$ cat config.mk
export PLATFORM = sky130hd
export DESIGN_NAME = ast_translator
export DESIGN_NICKNAME = d
export VERILOG_FILES = /design/src/inc/ast_pkg.sv /design/src/inc/ast_dec_if.sv /design/src/design/ast_translator.sv /design/src/design/ast_sel_decode.sv
export SDC_FILE = /design/constraint.sdc
export NUM_CORES = 1
export LEC_CHECK = 0
export ABC_CLOCK_PERIOD_IN_PS = 800
export BUFFER_PORTS_ARGS = -buffer_cell sky130_fd_sc_hd__clkbuf_2
export CORE_MARGIN = 2
export CORE_UTILIZATION = 45
export DETAILED_ROUTE_END_ITERATION = 6
export PLACE_DENSITY = 0.84
export SETUP_SLACK_MARGIN = 0.4
export SLEW_MARGIN = 10
export SYNTH_ARGS = -nofsm -noshare
export SYNTH_HDL_FRONTEND = slang
export SYNTH_SLANG_ARGS = --single-unit
export TNS_END_PERCENT = 5
$ cat constraint.sdc
create_clock -name clk_sys -period 0.8 [get_ports clk_sys]
set_input_delay 0.16 -clock clk_sys [delete_from_list [all_inputs] [get_ports clk_sys]]
set_output_delay 0.16 -clock clk_sys [all_outputs]
set_load 0.03 [all_outputs]
$ cat src/inc/ast_pkg.sv
// Constants and types for the address space translator
package ast_pkg;
  localparam int STN_HI        = 39;
  localparam int STN_LO        = 36;
  localparam int SEL_SYS_HI    = 35;
  localparam int SEL_SYS_LO    = 32;
  localparam int SEL_CPU_HI    = 31;
  localparam int SEL_CPU_LO    = 28;
  localparam int STN_CPU_HI    = 35;
  localparam int STN_CPU_LO    = 32;
  localparam int OFS_HI        = 27;
  localparam int OFS_LO        = 0;
  localparam int EXT_HI        = 27;
  localparam int EXT_LO        = 26;
  localparam int ROUTE_HI      = 63;
  localparam int ROUTE_LO      = 40;
  localparam int DMASK_HI      = 47;
  localparam int DMASK_LO      = 40;
  localparam int SRC_HI        = 63;
  localparam int SRC_LO        = 52;
  localparam int NUM_STATIONS  = 16;
  localparam int DRAM_OFS_BITS = 28;
  localparam logic [3:0] ZERO_NIB = 4'h0;

  typedef enum logic [3:0] {
    sel_local_dram_alias       = 4'h0,
    sel_card_local_resources   = 4'h1,
    sel_netcache_writeback     = 4'h2,
    sel_netcache_atomic_dram   = 4'h3,
    sel_special_functions      = 4'h4,
    sel_memory_update          = 4'h5,
    sel_netcache_line_kill     = 4'h6,
    sel_netcache_prefetch      = 4'h7,
    sel_remote_interrupt_write = 4'h8,
    sel_netcache_indexed_ops   = 4'h9,
    sel_atomic_directory       = 4'ha,
    sel_atomic_memory_dram     = 4'hb,
    sel_memory_broadcast       = 4'hc,
    sel_directory_access       = 4'hd,
    sel_io_operations          = 4'he,
    sel_normal_memory          = 4'hf
  } ast_sel_t;

  // Target resource, binary code
  typedef enum logic [3:0] {
    TGT_MEMORY    = 4'h0,
    TGT_CARD      = 4'h1,
    TGT_NETCACHE  = 4'h2,
    TGT_SPECIAL   = 4'h3,
    TGT_INTERRUPT = 4'h4,
    TGT_IO        = 4'h5
  } ast_tgt_t;

  // Filter-mask routing: 0 never, 1 always, 2 either (mask or address)
  typedef enum logic [1:0] {
    FM_NEVER  = 2'h0,
    FM_ALWAYS = 2'h1,
    FM_EITHER = 2'h2
  } ast_fm_t;
endpackage

$ cat src/inc/ast_dec_if.sv
// Selector decode carrier between translator and decoder
`timescale 1ns/1ps
`default_nettype none
interface ast_dec_if;
  ast_pkg::ast_sel_t sel;
  logic [1:0]        ext;
  ast_pkg::ast_tgt_t tgt;
  ast_pkg::ast_fm_t  fm;
  logic              is_dram;
  logic              atomic;
  modport req (output sel, output ext, input tgt, input fm, input is_dram, input atomic);
  modport dec (input sel, input ext, output tgt, output fm, output is_dram, output atomic);
endinterface
`default_nettype wire

$ cat src/design/ast_translator.sv
// Address space translator: processor to system address and back
// How it works
// System address top bits 39..36 select one of sixteen equal stations.
// Outgoing system address bits 31..28 are forced to zero.
// Selector moves from processor bits 31..28 to system bits 35..32.
// Processor bits 35..32 become station bits; offset 27..0 passes through.
// Routing information fills bits 63..40 above the system address.
// Incoming path reverses the mapping; bits 63..36 left untouched.
// Selector in bits 35..32 decides how offset bits 27..0 are used.
// Selector 0x0 is local DRAM alias, 0xf normal memory by station.
// Selector 0x1 reaches card-local resources.
// Selector 0x4 special functions, 0x8 remote interrupt or monitoring writes.
// Selectors 0x2, 0x6, 0x7: netcache writeback, kill, prefetch by address.
// Selector 0x3 atomic netcache DRAM by index, 0x9 indexed netcache ops.
// Selector 0x5 starts memory update, 0xc starts memory broadcast.
// Selectors 0xa, 0xb, 0xd: atomic directory, atomic DRAM, directory.
// Selector 0xe goes to the I/O card.
// Selectors 0x2,0x3,0x5,0x6,0x7,0x9 route by the filter mask.
// Selector 0x8 routes by filter mask or by station field.
// Bits 27..26 decode as a selector-specific extension.
// DRAM selectors use a 28-bit per-station offset.
// Processor places selector at 31..28 and station at 35..32.
// Station decodes to 8-bit destination mask at 47..40; source id at 63..52.
// Filter mask never replaces source bits 63..52.
`timescale 1ns/1ps
`default_nettype none
module ast_translator (
  input  wire logic        clk_sys,
  input  wire logic        arst_n,
  input  wire logic        out_valid,
  input  wire logic [35:0] out_cpu_addr,
  input  wire logic [7:0]  filter_mask,
  input  wire logic        fm_force,
  input  wire logic        fm_select,
  input  wire logic [11:0] source_id,
  output var  logic        out_word_valid,
  output var  logic [63:0] out_word,
  output var  logic [3:0]  out_target,
  output var  logic [1:0]  out_ext,
  output var  logic        out_is_dram,
  output var  logic        out_atomic,
  output var  logic        out_fm_used,
  input  wire logic        in_valid,
  input  wire logic [63:0] in_word,
  output var  logic        in_addr_valid,
  output var  logic [63:0] in_cpu_word
);
  typedef struct packed {
    logic        ov;
    logic [63:0] ow;
    logic [3:0]  tgt;
    logic [1:0]  ext;
    logic        dram;
    logic        atom;
    logic        fmu;
    logic        iv;
    logic [63:0] iw;
  } ast_state_t;

  ast_state_t st_reg;
  ast_state_t st_next;
  ast_dec_if  dif ();

  logic [3:0]  sel_in;
  logic [3:0]  stn_in;
  logic [39:0] sys_addr;
  logic [7:0]  stn_mask;
  logic        use_fm;

  // Processor delivers selector and station in its own bit slots
  assign sel_in  = out_cpu_addr[ast_pkg::SEL_CPU_HI:ast_pkg::SEL_CPU_LO];
  assign stn_in  = out_cpu_addr[ast_pkg::STN_CPU_HI:ast_pkg::STN_CPU_LO];
  assign dif.sel = ast_pkg::ast_sel_t'(sel_in);
  assign dif.ext = out_cpu_addr[ast_pkg::EXT_HI:ast_pkg::EXT_LO];

  ast_sel_decode u_dec (
    .d (dif)
  );

  // Sixteen stations share eight mask bits: ring one-hot in the upper four, station in the lower
  always_comb begin
    stn_mask = 8'h00;
    stn_mask[{1'b1, stn_in[3:2]}] = 1'b1;
    stn_mask[{1'b0, stn_in[1:0]}] = 1'b1;
  end

  always_comb begin
    sys_addr = {stn_in, sel_in, ast_pkg::ZERO_NIB,
                out_cpu_addr[ast_pkg::OFS_HI:ast_pkg::OFS_LO]};
    unique case (dif.fm)
      ast_pkg::FM_ALWAYS: use_fm = 1'b1;
      ast_pkg::FM_EITHER: use_fm = fm_select | fm_force;
      default:            use_fm = fm_force;
    endcase
  end

  always_comb begin
    st_next      = st_reg;
    st_next.ov   = out_valid;
    st_next.iv   = in_valid;
    if (out_valid) begin
      st_next.ow   = {source_id, 4'h0, (use_fm ? filter_mask : stn_mask), sys_addr};
      st_next.tgt  = dif.tgt;
      st_next.ext  = dif.ext;
      st_next.dram = dif.is_dram;
      st_next.atom = dif.atomic;
      st_next.fmu  = use_fm;
    end
    if (in_valid) begin
      // Top 28 bits are ignored by the processor, so they ride along as-is
      st_next.iw = {in_word[63:36], in_word[39:36],
                    in_word[35:32], in_word[27:0]};
    end
  end

  always_ff @(posedge clk_sys or negedge arst_n) begin
    if (!arst_n) begin
      st_reg <= '0;
    end else begin
      st_reg <= st_next;
    end
  end

  assign out_word_valid = st_reg.ov;
  assign out_word       = st_reg.ow;
  assign out_target     = st_reg.tgt;
  assign out_ext        = st_reg.ext;
  assign out_is_dram    = st_reg.dram;
  assign out_atomic     = st_reg.atom;
  assign out_fm_used    = st_reg.fmu;
  assign in_addr_valid  = st_reg.iv;
  assign in_cpu_word    = st_reg.iw;
endmodule // ast_translator
`default_nettype wire

$ cat src/design/ast_sel_decode.sv
// Space-selector decoder: target resource, routing source and access kind
`timescale 1ns/1ps
`default_nettype none
module ast_sel_decode (
  ast_dec_if.dec d
);
  always_comb begin
    d.tgt     = ast_pkg::TGT_MEMORY;
    d.fm      = ast_pkg::FM_NEVER;
    d.is_dram = 1'b0;
    d.atomic  = 1'b0;
    unique case (d.sel)
      ast_pkg::sel_local_dram_alias: begin
        d.is_dram = 1'b1;
      end
      ast_pkg::sel_card_local_resources: begin
        d.tgt = ast_pkg::TGT_CARD;
      end
      ast_pkg::sel_netcache_writeback, ast_pkg::sel_netcache_line_kill,
      ast_pkg::sel_netcache_prefetch: begin
        d.tgt = ast_pkg::TGT_NETCACHE;
        d.fm  = ast_pkg::FM_ALWAYS;
      end
      ast_pkg::sel_netcache_atomic_dram: begin
        d.tgt    = ast_pkg::TGT_NETCACHE;
        d.fm     = ast_pkg::FM_ALWAYS;
        d.atomic = 1'b1;
      end
      ast_pkg::sel_netcache_indexed_ops: begin
        d.tgt    = ast_pkg::TGT_NETCACHE;
        d.fm     = ast_pkg::FM_ALWAYS;
        d.atomic = (d.ext == 2'h3);
      end
      ast_pkg::sel_special_functions: begin
        d.tgt = ast_pkg::TGT_SPECIAL;
      end
      ast_pkg::sel_memory_update: begin
        d.fm = ast_pkg::FM_ALWAYS;
      end
      ast_pkg::sel_remote_interrupt_write: begin
        d.tgt = ast_pkg::TGT_INTERRUPT;
        d.fm  = ast_pkg::FM_EITHER;
      end
      ast_pkg::sel_atomic_directory, ast_pkg::sel_atomic_memory_dram: begin
        d.atomic = 1'b1;
      end
      ast_pkg::sel_memory_broadcast, ast_pkg::sel_directory_access: begin
      end
      ast_pkg::sel_io_operations: begin
        d.tgt = ast_pkg::TGT_IO;
      end
      ast_pkg::sel_normal_memory: begin
        d.is_dram = 1'b1;
      end
    endcase
  end
endmodule // ast_sel_decode
`default_nettype wire

---- Yosys cells after proc, flatten, opt, wreduce, memory -nomap -nowiden ----
Cells that the tools add are included.
storage, ports and cells
  bits in registers ....................... 131
  latch bits .............................. 0
  memory bits (writable) .................. 0
  bits in read-only memories .............. 0
  input bits .............................. 126
  output and inout bits ................... 139
  logic and storage cells ................. 48
  memories kept ........................... 0
operators by class
  add/subtract/negate cells ............... 0
  multiply operators ...................... 0
  divide/modulo/power cells ............... 0
  magnitude comparators ................... 4
  equal/unequal tests ..................... 16
  shift-type cells ........................ 0
  mux-type cells .......................... 10
  bitwise operators ....................... 2
  reductions and logical operators ........ 7
operators by type and width
  kind                  number
  $eq A4 B4 Y1 const B  6
  $eq A4 B3 Y1 const B  4
  $pmux W3 S5           1
  $eq A4 B2 Y1 const B  2
  $mux W8               1
  $or A8 B4 Y8          1
  $reduce_or A6 Y1      1
  $reduce_or A5 Y1      1
  $demux W1 S2          2
  $eq A2 B2 Y1 const B  2
  $eq A4 B1 Y1 const B  1
  $logic_not A4 Y1      1
  $lt A2 B4 Y1 const B  1
  $lt A3 B4 Y1 const B  1
  $pmux W1 S2           2
  $pmux W2 S2           1
  $ge A3 B1 Y1 const B  1
  $mux W1               3
  $reduce_or A3 Y1      1
  $eq A2 B1 Y1 const B  1
  $ge A2 B1 Y1 const B  1
  $logic_and A1 B1 Y1   2
  $reduce_or A2 Y1      1
  $or A1 B1 Y1          1

---- Longest topological paths before layout ----
  word-level depth ........................ 6
  depth in mapped cells ................... 9
  depth with buffers taken out ............ 7

---- Cells and area by module ----
A second synthesis with hierarchy kept.
unflattened totals
  cell total of the unflattened synthesis .. 358
  area, all modules ....................... 5190.0 µm²
modules (own cells, without submodules)
  module          times used  cells each  area an instance (µm²)  sequential area each (µm²)
  ast_translator  1           333         5041.1                  3128.0
  ast_sel_decode  1           25          148.9                   0.0

---- Worst setup path before layout ----
Ideal clock, no wire load.
  path kind ............................... input to register
  start point ............................. input out_cpu_addr[29]
  end point ............................... register st_reg (netlist bit out_word[47])
  library setup time ...................... 0.082 ns
  data arrival time ....................... 1.813 ns
  data required time ...................... 0.718 ns
  setup slack ............................. -1.095 ns
  cell stages on the path ................. 9
  buffers on the path ..................... 2
  cells stage by stage .................... clkbuf_1 nor2_1 nand3_1 o21ai_0 ha_1 o21bai_4 buf_6 a211o_1 a31oi_1
between the ends
  longest elaborated chain between the ends .. 6
  elaborated cells on any way between the ends .. 13
  classes of those cells .................. eq/ne (9); mux (3); reduce/logical (1)
RTL lines
  what                                          RTL line               RTL
  start, declared                               ast_translator.sv:31   input wire logic [35:0] out_cpu_addr,
  $eq A4 B2 Y1 (tied with other cells)          ast_sel_decode.sv:12   unique case (d.sel)
  $reduce_or A6 Y1 (no line)                    -
  $pmux W2 S2 *                                 ast_sel_decode.sv:12
  $eq A2 B2 Y1 or $eq A2 B1 Y1 (tied branches)  ast_translator.sv:90   unique case (dif.fm)
  $pmux W1 S2 *                                 ast_translator.sv:90
  $mux W8 *                                     ast_translator.sv:102  st_next.ow = {source_id, 4'h0, (use_fm ? filter_mask : stn_mask), sys_addr};
  end signal, assigned                          ast_translator.sv:120  st_reg <= st_next;
  end, declared                                 ast_translator.sv:60   ast_state_t st_reg;
Mark *: on every way between the ends. The rest lies on a longest branch, timed or not.
A chain may end at the register's enable or synchronous reset.

---- Final worst setup path ----
  start point ............................. input out_cpu_addr[30]
  end point ............................... register st_reg (netlist bit out_word[43])
Same word-level chain as after synthesis.

==> key figures <==
CTS
  – Clock H-tree levels: 4
  – Root cell of the clock tree: sky130_fd_sc_hd__clkbuf_16
  – Clock Latency Late Sink: 400 ps
  – Max clock buf depth: 2
  – Clock input transition at the sequential cells of the worst setup and hold paths: 60 ps
  – Clock sink count: 124
  – TritonCTS Buffers: 17
  – TritonCTS clock tree: done

Critical path
  – Max stage delay on crit path: 330 ps
  – Cell Chain, Critical Path: clkbuf_16 -> a21oi_4 -> o21ai_4 -> ha_4 -> nor3_4 -> buf_6 -> buf_16 -> a211o_4 -> a31oi_4
  – Endpoint kind of the worst setup timing path: flip-flop
  – Worst path arrival time: 1680 ps
  – Category of the worst setup path launch point: input pin
  – Critical path class: input pin to flip-flop
  – Reg2reg path depth: 3
  – Required time reported for the critical path endpoint: 1120 ps
  – Library cell contributing the largest single delay on the critical path: sky130_fd_sc_hd__a211o_4
  – Worst Path Max Fanout: 8

Die
  – Site Rows: 38
  – Total die area: 12300 um^2
  – # IOs: 265
  – Y dimension of the die: 111 um
  – Starting density of the core: 46.7%
  – Die outline width: 111 um
  – Core footprint: 11000 um^2

Synthesis
  – Post-synth EDFFs: 0
  – Synth async-reset ratio: 100%
  – YS warnings: 0
  – Syn Inst Count: 358
  – Area fraction of the dominant cell type after synthesis: 60.5%
  – Yosys cell types: 32
  – Largest area contributor in the netlist: sky130_fd_sc_hd__dfrtp_1
  – Top area cells in the synthesized netlist: sky130_fd_sc_hd__dfrtp_1 (60%), sky130_fd_sc_hd__mux2_2 (24%), sky130_fd_sc_hd__buf_4 (2.3%), sky130_fd_sc_hd__a211o_2 (1.4%), sky130_fd_sc_hd__a32oi_1 (1.4%)
  – Share of synthesized area occupied by flip-flops and latches: 60.5%
  – Combined area of all synthesized cells: 5130 um^2
  – Avg Synthesized Cell Area: 14.3 um^2
  – Dominant register cell in the synthesized netlist: sky130_fd_sc_hd__dfrtp_1
  – #FFs+latches synth: 124

Placement
  – Number of I/O port buffers: 251
  – Count of placed standard cells including taps: 746
  – Final weighted congestion in routability-driven placement: 0.834
  – DP Wirelength: 9.24 mm
  – Area post-placement: 6690 um^2
  – Placement-stage worst setup slack: -938 ps

Power and ir drop
  – Register share of total power: 35.9%
  – Fraction of power spent switching nets: 29.1%
  – Clock share of power: 38.2%
  – Design Power: 0.0210 W
  – Gate power share: 25.9%
  – Reported leakage power: 4.17 nW
  – Power dissipated by switching net loads: 0.00611 W
  – Worst IR Drop VDD: 1590 uV
  – Power per unit of standard cell area: 2380 nW/um^2
  – Cell Int Power: 0.0149 W

Final layout
  – Fillers: 542
  – Area growth from synthesis to layout: 72.0%
  – Antenna diodes: 0
  – Finished Layout Cells: 788
  – Final Instance Area: 8830 um^2
  – Proportion of layout cells with a drive suffix above 1: 70.1%
  – Final Net Count: 763

Global route
  – Initial antenna violation count: 0
  – Vias in the first global route: 4612
  – Grt ovf: 0
  – Total routing usage reported by global routing: 24.7%
  – Wire length of the first global-routing pass: 23.9 mm
  – Pin count of the biggest net entering global routing: 55

Timing
  – Portion of the clock cycle consumed by the worst path in the final layout: 171%
  – Final setup violation count: 147
  – Shortest period the worst path allows: 1370 ps
  – Skew final: 0 ps
  – Max-slew violation total from the final report: 0
  – Highest achievable clock rate: 731 MHz
  – Setup slack of the critical path after layout: -568 ps
  – Hold Worst Slack: -398 ps
  – Hold Violations, Final: 144
  – RSZ-0062 raised after global routing: yes

Status
  – Outcome: finished, violations left
  – Violated checks: hold timing, setup timing

Routing
  – Avg Vias per Cell: 5.20
  – Via count: 4096
  – Final routed wirelength across all metal layers: 15.6 mm
  – Average wire length per cell after detail routing: 19.9 um
  – Violation count after the first detailed-routing iteration: 232
  – Number of nets with antenna violations after routing: 0
  – Post-route DRC violation count: 0
  – Detailed-routing iteration count for the pre-antenna-repair pass: 4

Flow run
  – MaxCap Viol Count: 0

Min path
  – Min-delay worst type: input pin to async pin
==> per-layer routing <==
layer / vias up / wire [um] / GRT usage (%)
met3: 45 / 994 / 6.62
met2: 220 / 8770 / 44.7
li1: 1799 / - / -
met4: 0 / 523 / 14.0
met1: 2032 / 5360 / 25.7
met5: - / 0 / 0
==> worst max-delay path, delay by kind of cell <==
kind | cells | cell delay [ps]
AOI/OAI and AO/OA | 4 | 780
adders and majority gates | 1 | 290
and+or+nand+nor | 1 | 60
buffers and inverters | 3 | 380
==> logic make-up (layout without fill, tap and decap cells) <==
| family | Yosys count | after routing | share of synthesized area, % |
|---|---|---|---|
| xor gates and xnor gates | 2 | 2 | 0.341 |
| DFF | 124 | 124 | 60.5 |
| and+or+nand+nor | 30 | 30 | 3.29 |
| buffers and inverters | 52 | 333 | 5.58 |
| adders and majority gates | 2 | 2 | 0.488 |
| AOI/OAI and AO/OA | 37 | 38 | 5.61 |
| other | 1 | 9 | 0.0731 |
| muxes | 110 | 110 | 24.1 |
==> placed cells by master (no fill, tap or decap), types with 3 or more instances in the layout <==
cell type	netlist	final
sky130_fd_sc_hd__clkbuf_8	0	35
sky130_fd_sc_hd__clkbuf_16	0	19
sky130_fd_sc_hd__nor2_1	12	11
sky130_fd_sc_hd__bufinv_16	0	3
sky130_fd_sc_hd__buf_6	2	10
sky130_fd_sc_hd__clkinv_4	0	3
sky130_fd_sc_hd__mux2_4	0	5
sky130_fd_sc_hd__inv_1	14	14
sky130_fd_sc_hd__a32oi_1	8	7
sky130_fd_sc_hd__clkinvlp_4	0	3
sky130_fd_sc_hd__mux2_2	110	105
sky130_fd_sc_hd__clkbuf_2	0	116
sky130_fd_sc_hd__conb_1	1	9
sky130_fd_sc_hd__a211o_2	7	4
sky130_fd_sc_hd__buf_12	0	6
sky130_fd_sc_hd__a31oi_1	10	8
sky130_fd_sc_hd__buf_8	0	91
sky130_fd_sc_hd__nor3b_1	4	4
sky130_fd_sc_hd__buf_4	16	28
sky130_fd_sc_hd__dfrtp_1	124	123
sky130_fd_sc_hd__a211o_4	0	3
==> sequential cells by signal (all words and copies together) (netlist names) <==
register,cells
out_is_dram,1
in_cpu_word,60
out_word_valid,1
out_word,55
out_target,3
in_addr_valid,1
out_ext,1
out_atomic,1
out_fm_used,1
==> final timing paths <==
kind                             startpoint              end  slack, ps
min in group clk_sys            in_word[56]  in_cpu_word[56]        -10
max in group asynchronous            arst_n       out_ext[0]        650
setup / recovery           out_cpu_addr[30]     out_word[43]       -570
hold / removal                       arst_n     out_word[53]       -400
hold reg to reg             in_cpu_word[50]  in_cpu_word[50]        520
setup reg to reg               out_word[43]     out_word[43]       -140
==> cell usage after synthesis, drive strengths merged, types with 2 or more instances <==
cell type and instances:
a211o 8, a21oi 4, a31oi 10, a32oi 8, and3b 2, buf 32
clkbuf 5, dfrtp 124, ha 2, inv 14, mux2 110, nand3 2
nand4 2, nor2 12, nor2b 2, nor3 4, nor3b 4, o21ai 3
o21bai 2, xnor2 2
==> area by class of cell <==
| type | count | area [um^2] | area share (%) |
|---|---|---|---|
| multi-input cells | 191 | 1960 | 22.2 |
| well taps | 140 | 175 | 1.98 |
| flip-flops and latches | 124 | 3100 | 35.2 |
| inverters | 15 | 56.3 | 0.638 |
| repair buffers | 286 | 2910 | 32.9 |
| clock buffers | 20 | 467 | 5.29 |
| clock inverters | 12 | 161 | 1.83 |
==> power by group through the flow <==
stage / sequential (W) / clock (W) / combinational (W)
5_1_grt: 0.00759 / 0.00846 / 0.00565
6_report: 0.00753 / 0.00803 / 0.00544
4_1_cts: 0.00738 / 0.00811 / 0.00506
2_1_floorplan: 0.00864 / 0 / 0.00125
3_3_place_gp: 0.00735 / 0 / 0.00382
3_5_place_dp: 0.00739 / 0 / 0.00391
==> timing repair <==
| item | in CTS | in global routing |
|---|---|---|
| endpoints found under the hold margin | 215 | 173 |
| endpoints found under the setup margin | 252 | 252 |
| resized for setup | 275 | 120 |
| gates cloned | 2 | 0 |
| setup buffers | 6 | 2 |
| pin swaps | 27 | 15 |
==> stage by stage <==
stage	hold slack [ps]	util [%]	setup TNS, ps
final	-398	80.4	-45020
after global routing	-407	80.4	-49540
after CTS	-411	78.3	-46840
after detailed placement	21.9	60.9	-31490
after global placement	19.3	60.9	-29080
after floorplan	-136	-	-27750
Note: power is estimated with default switching activity, not from simulation.
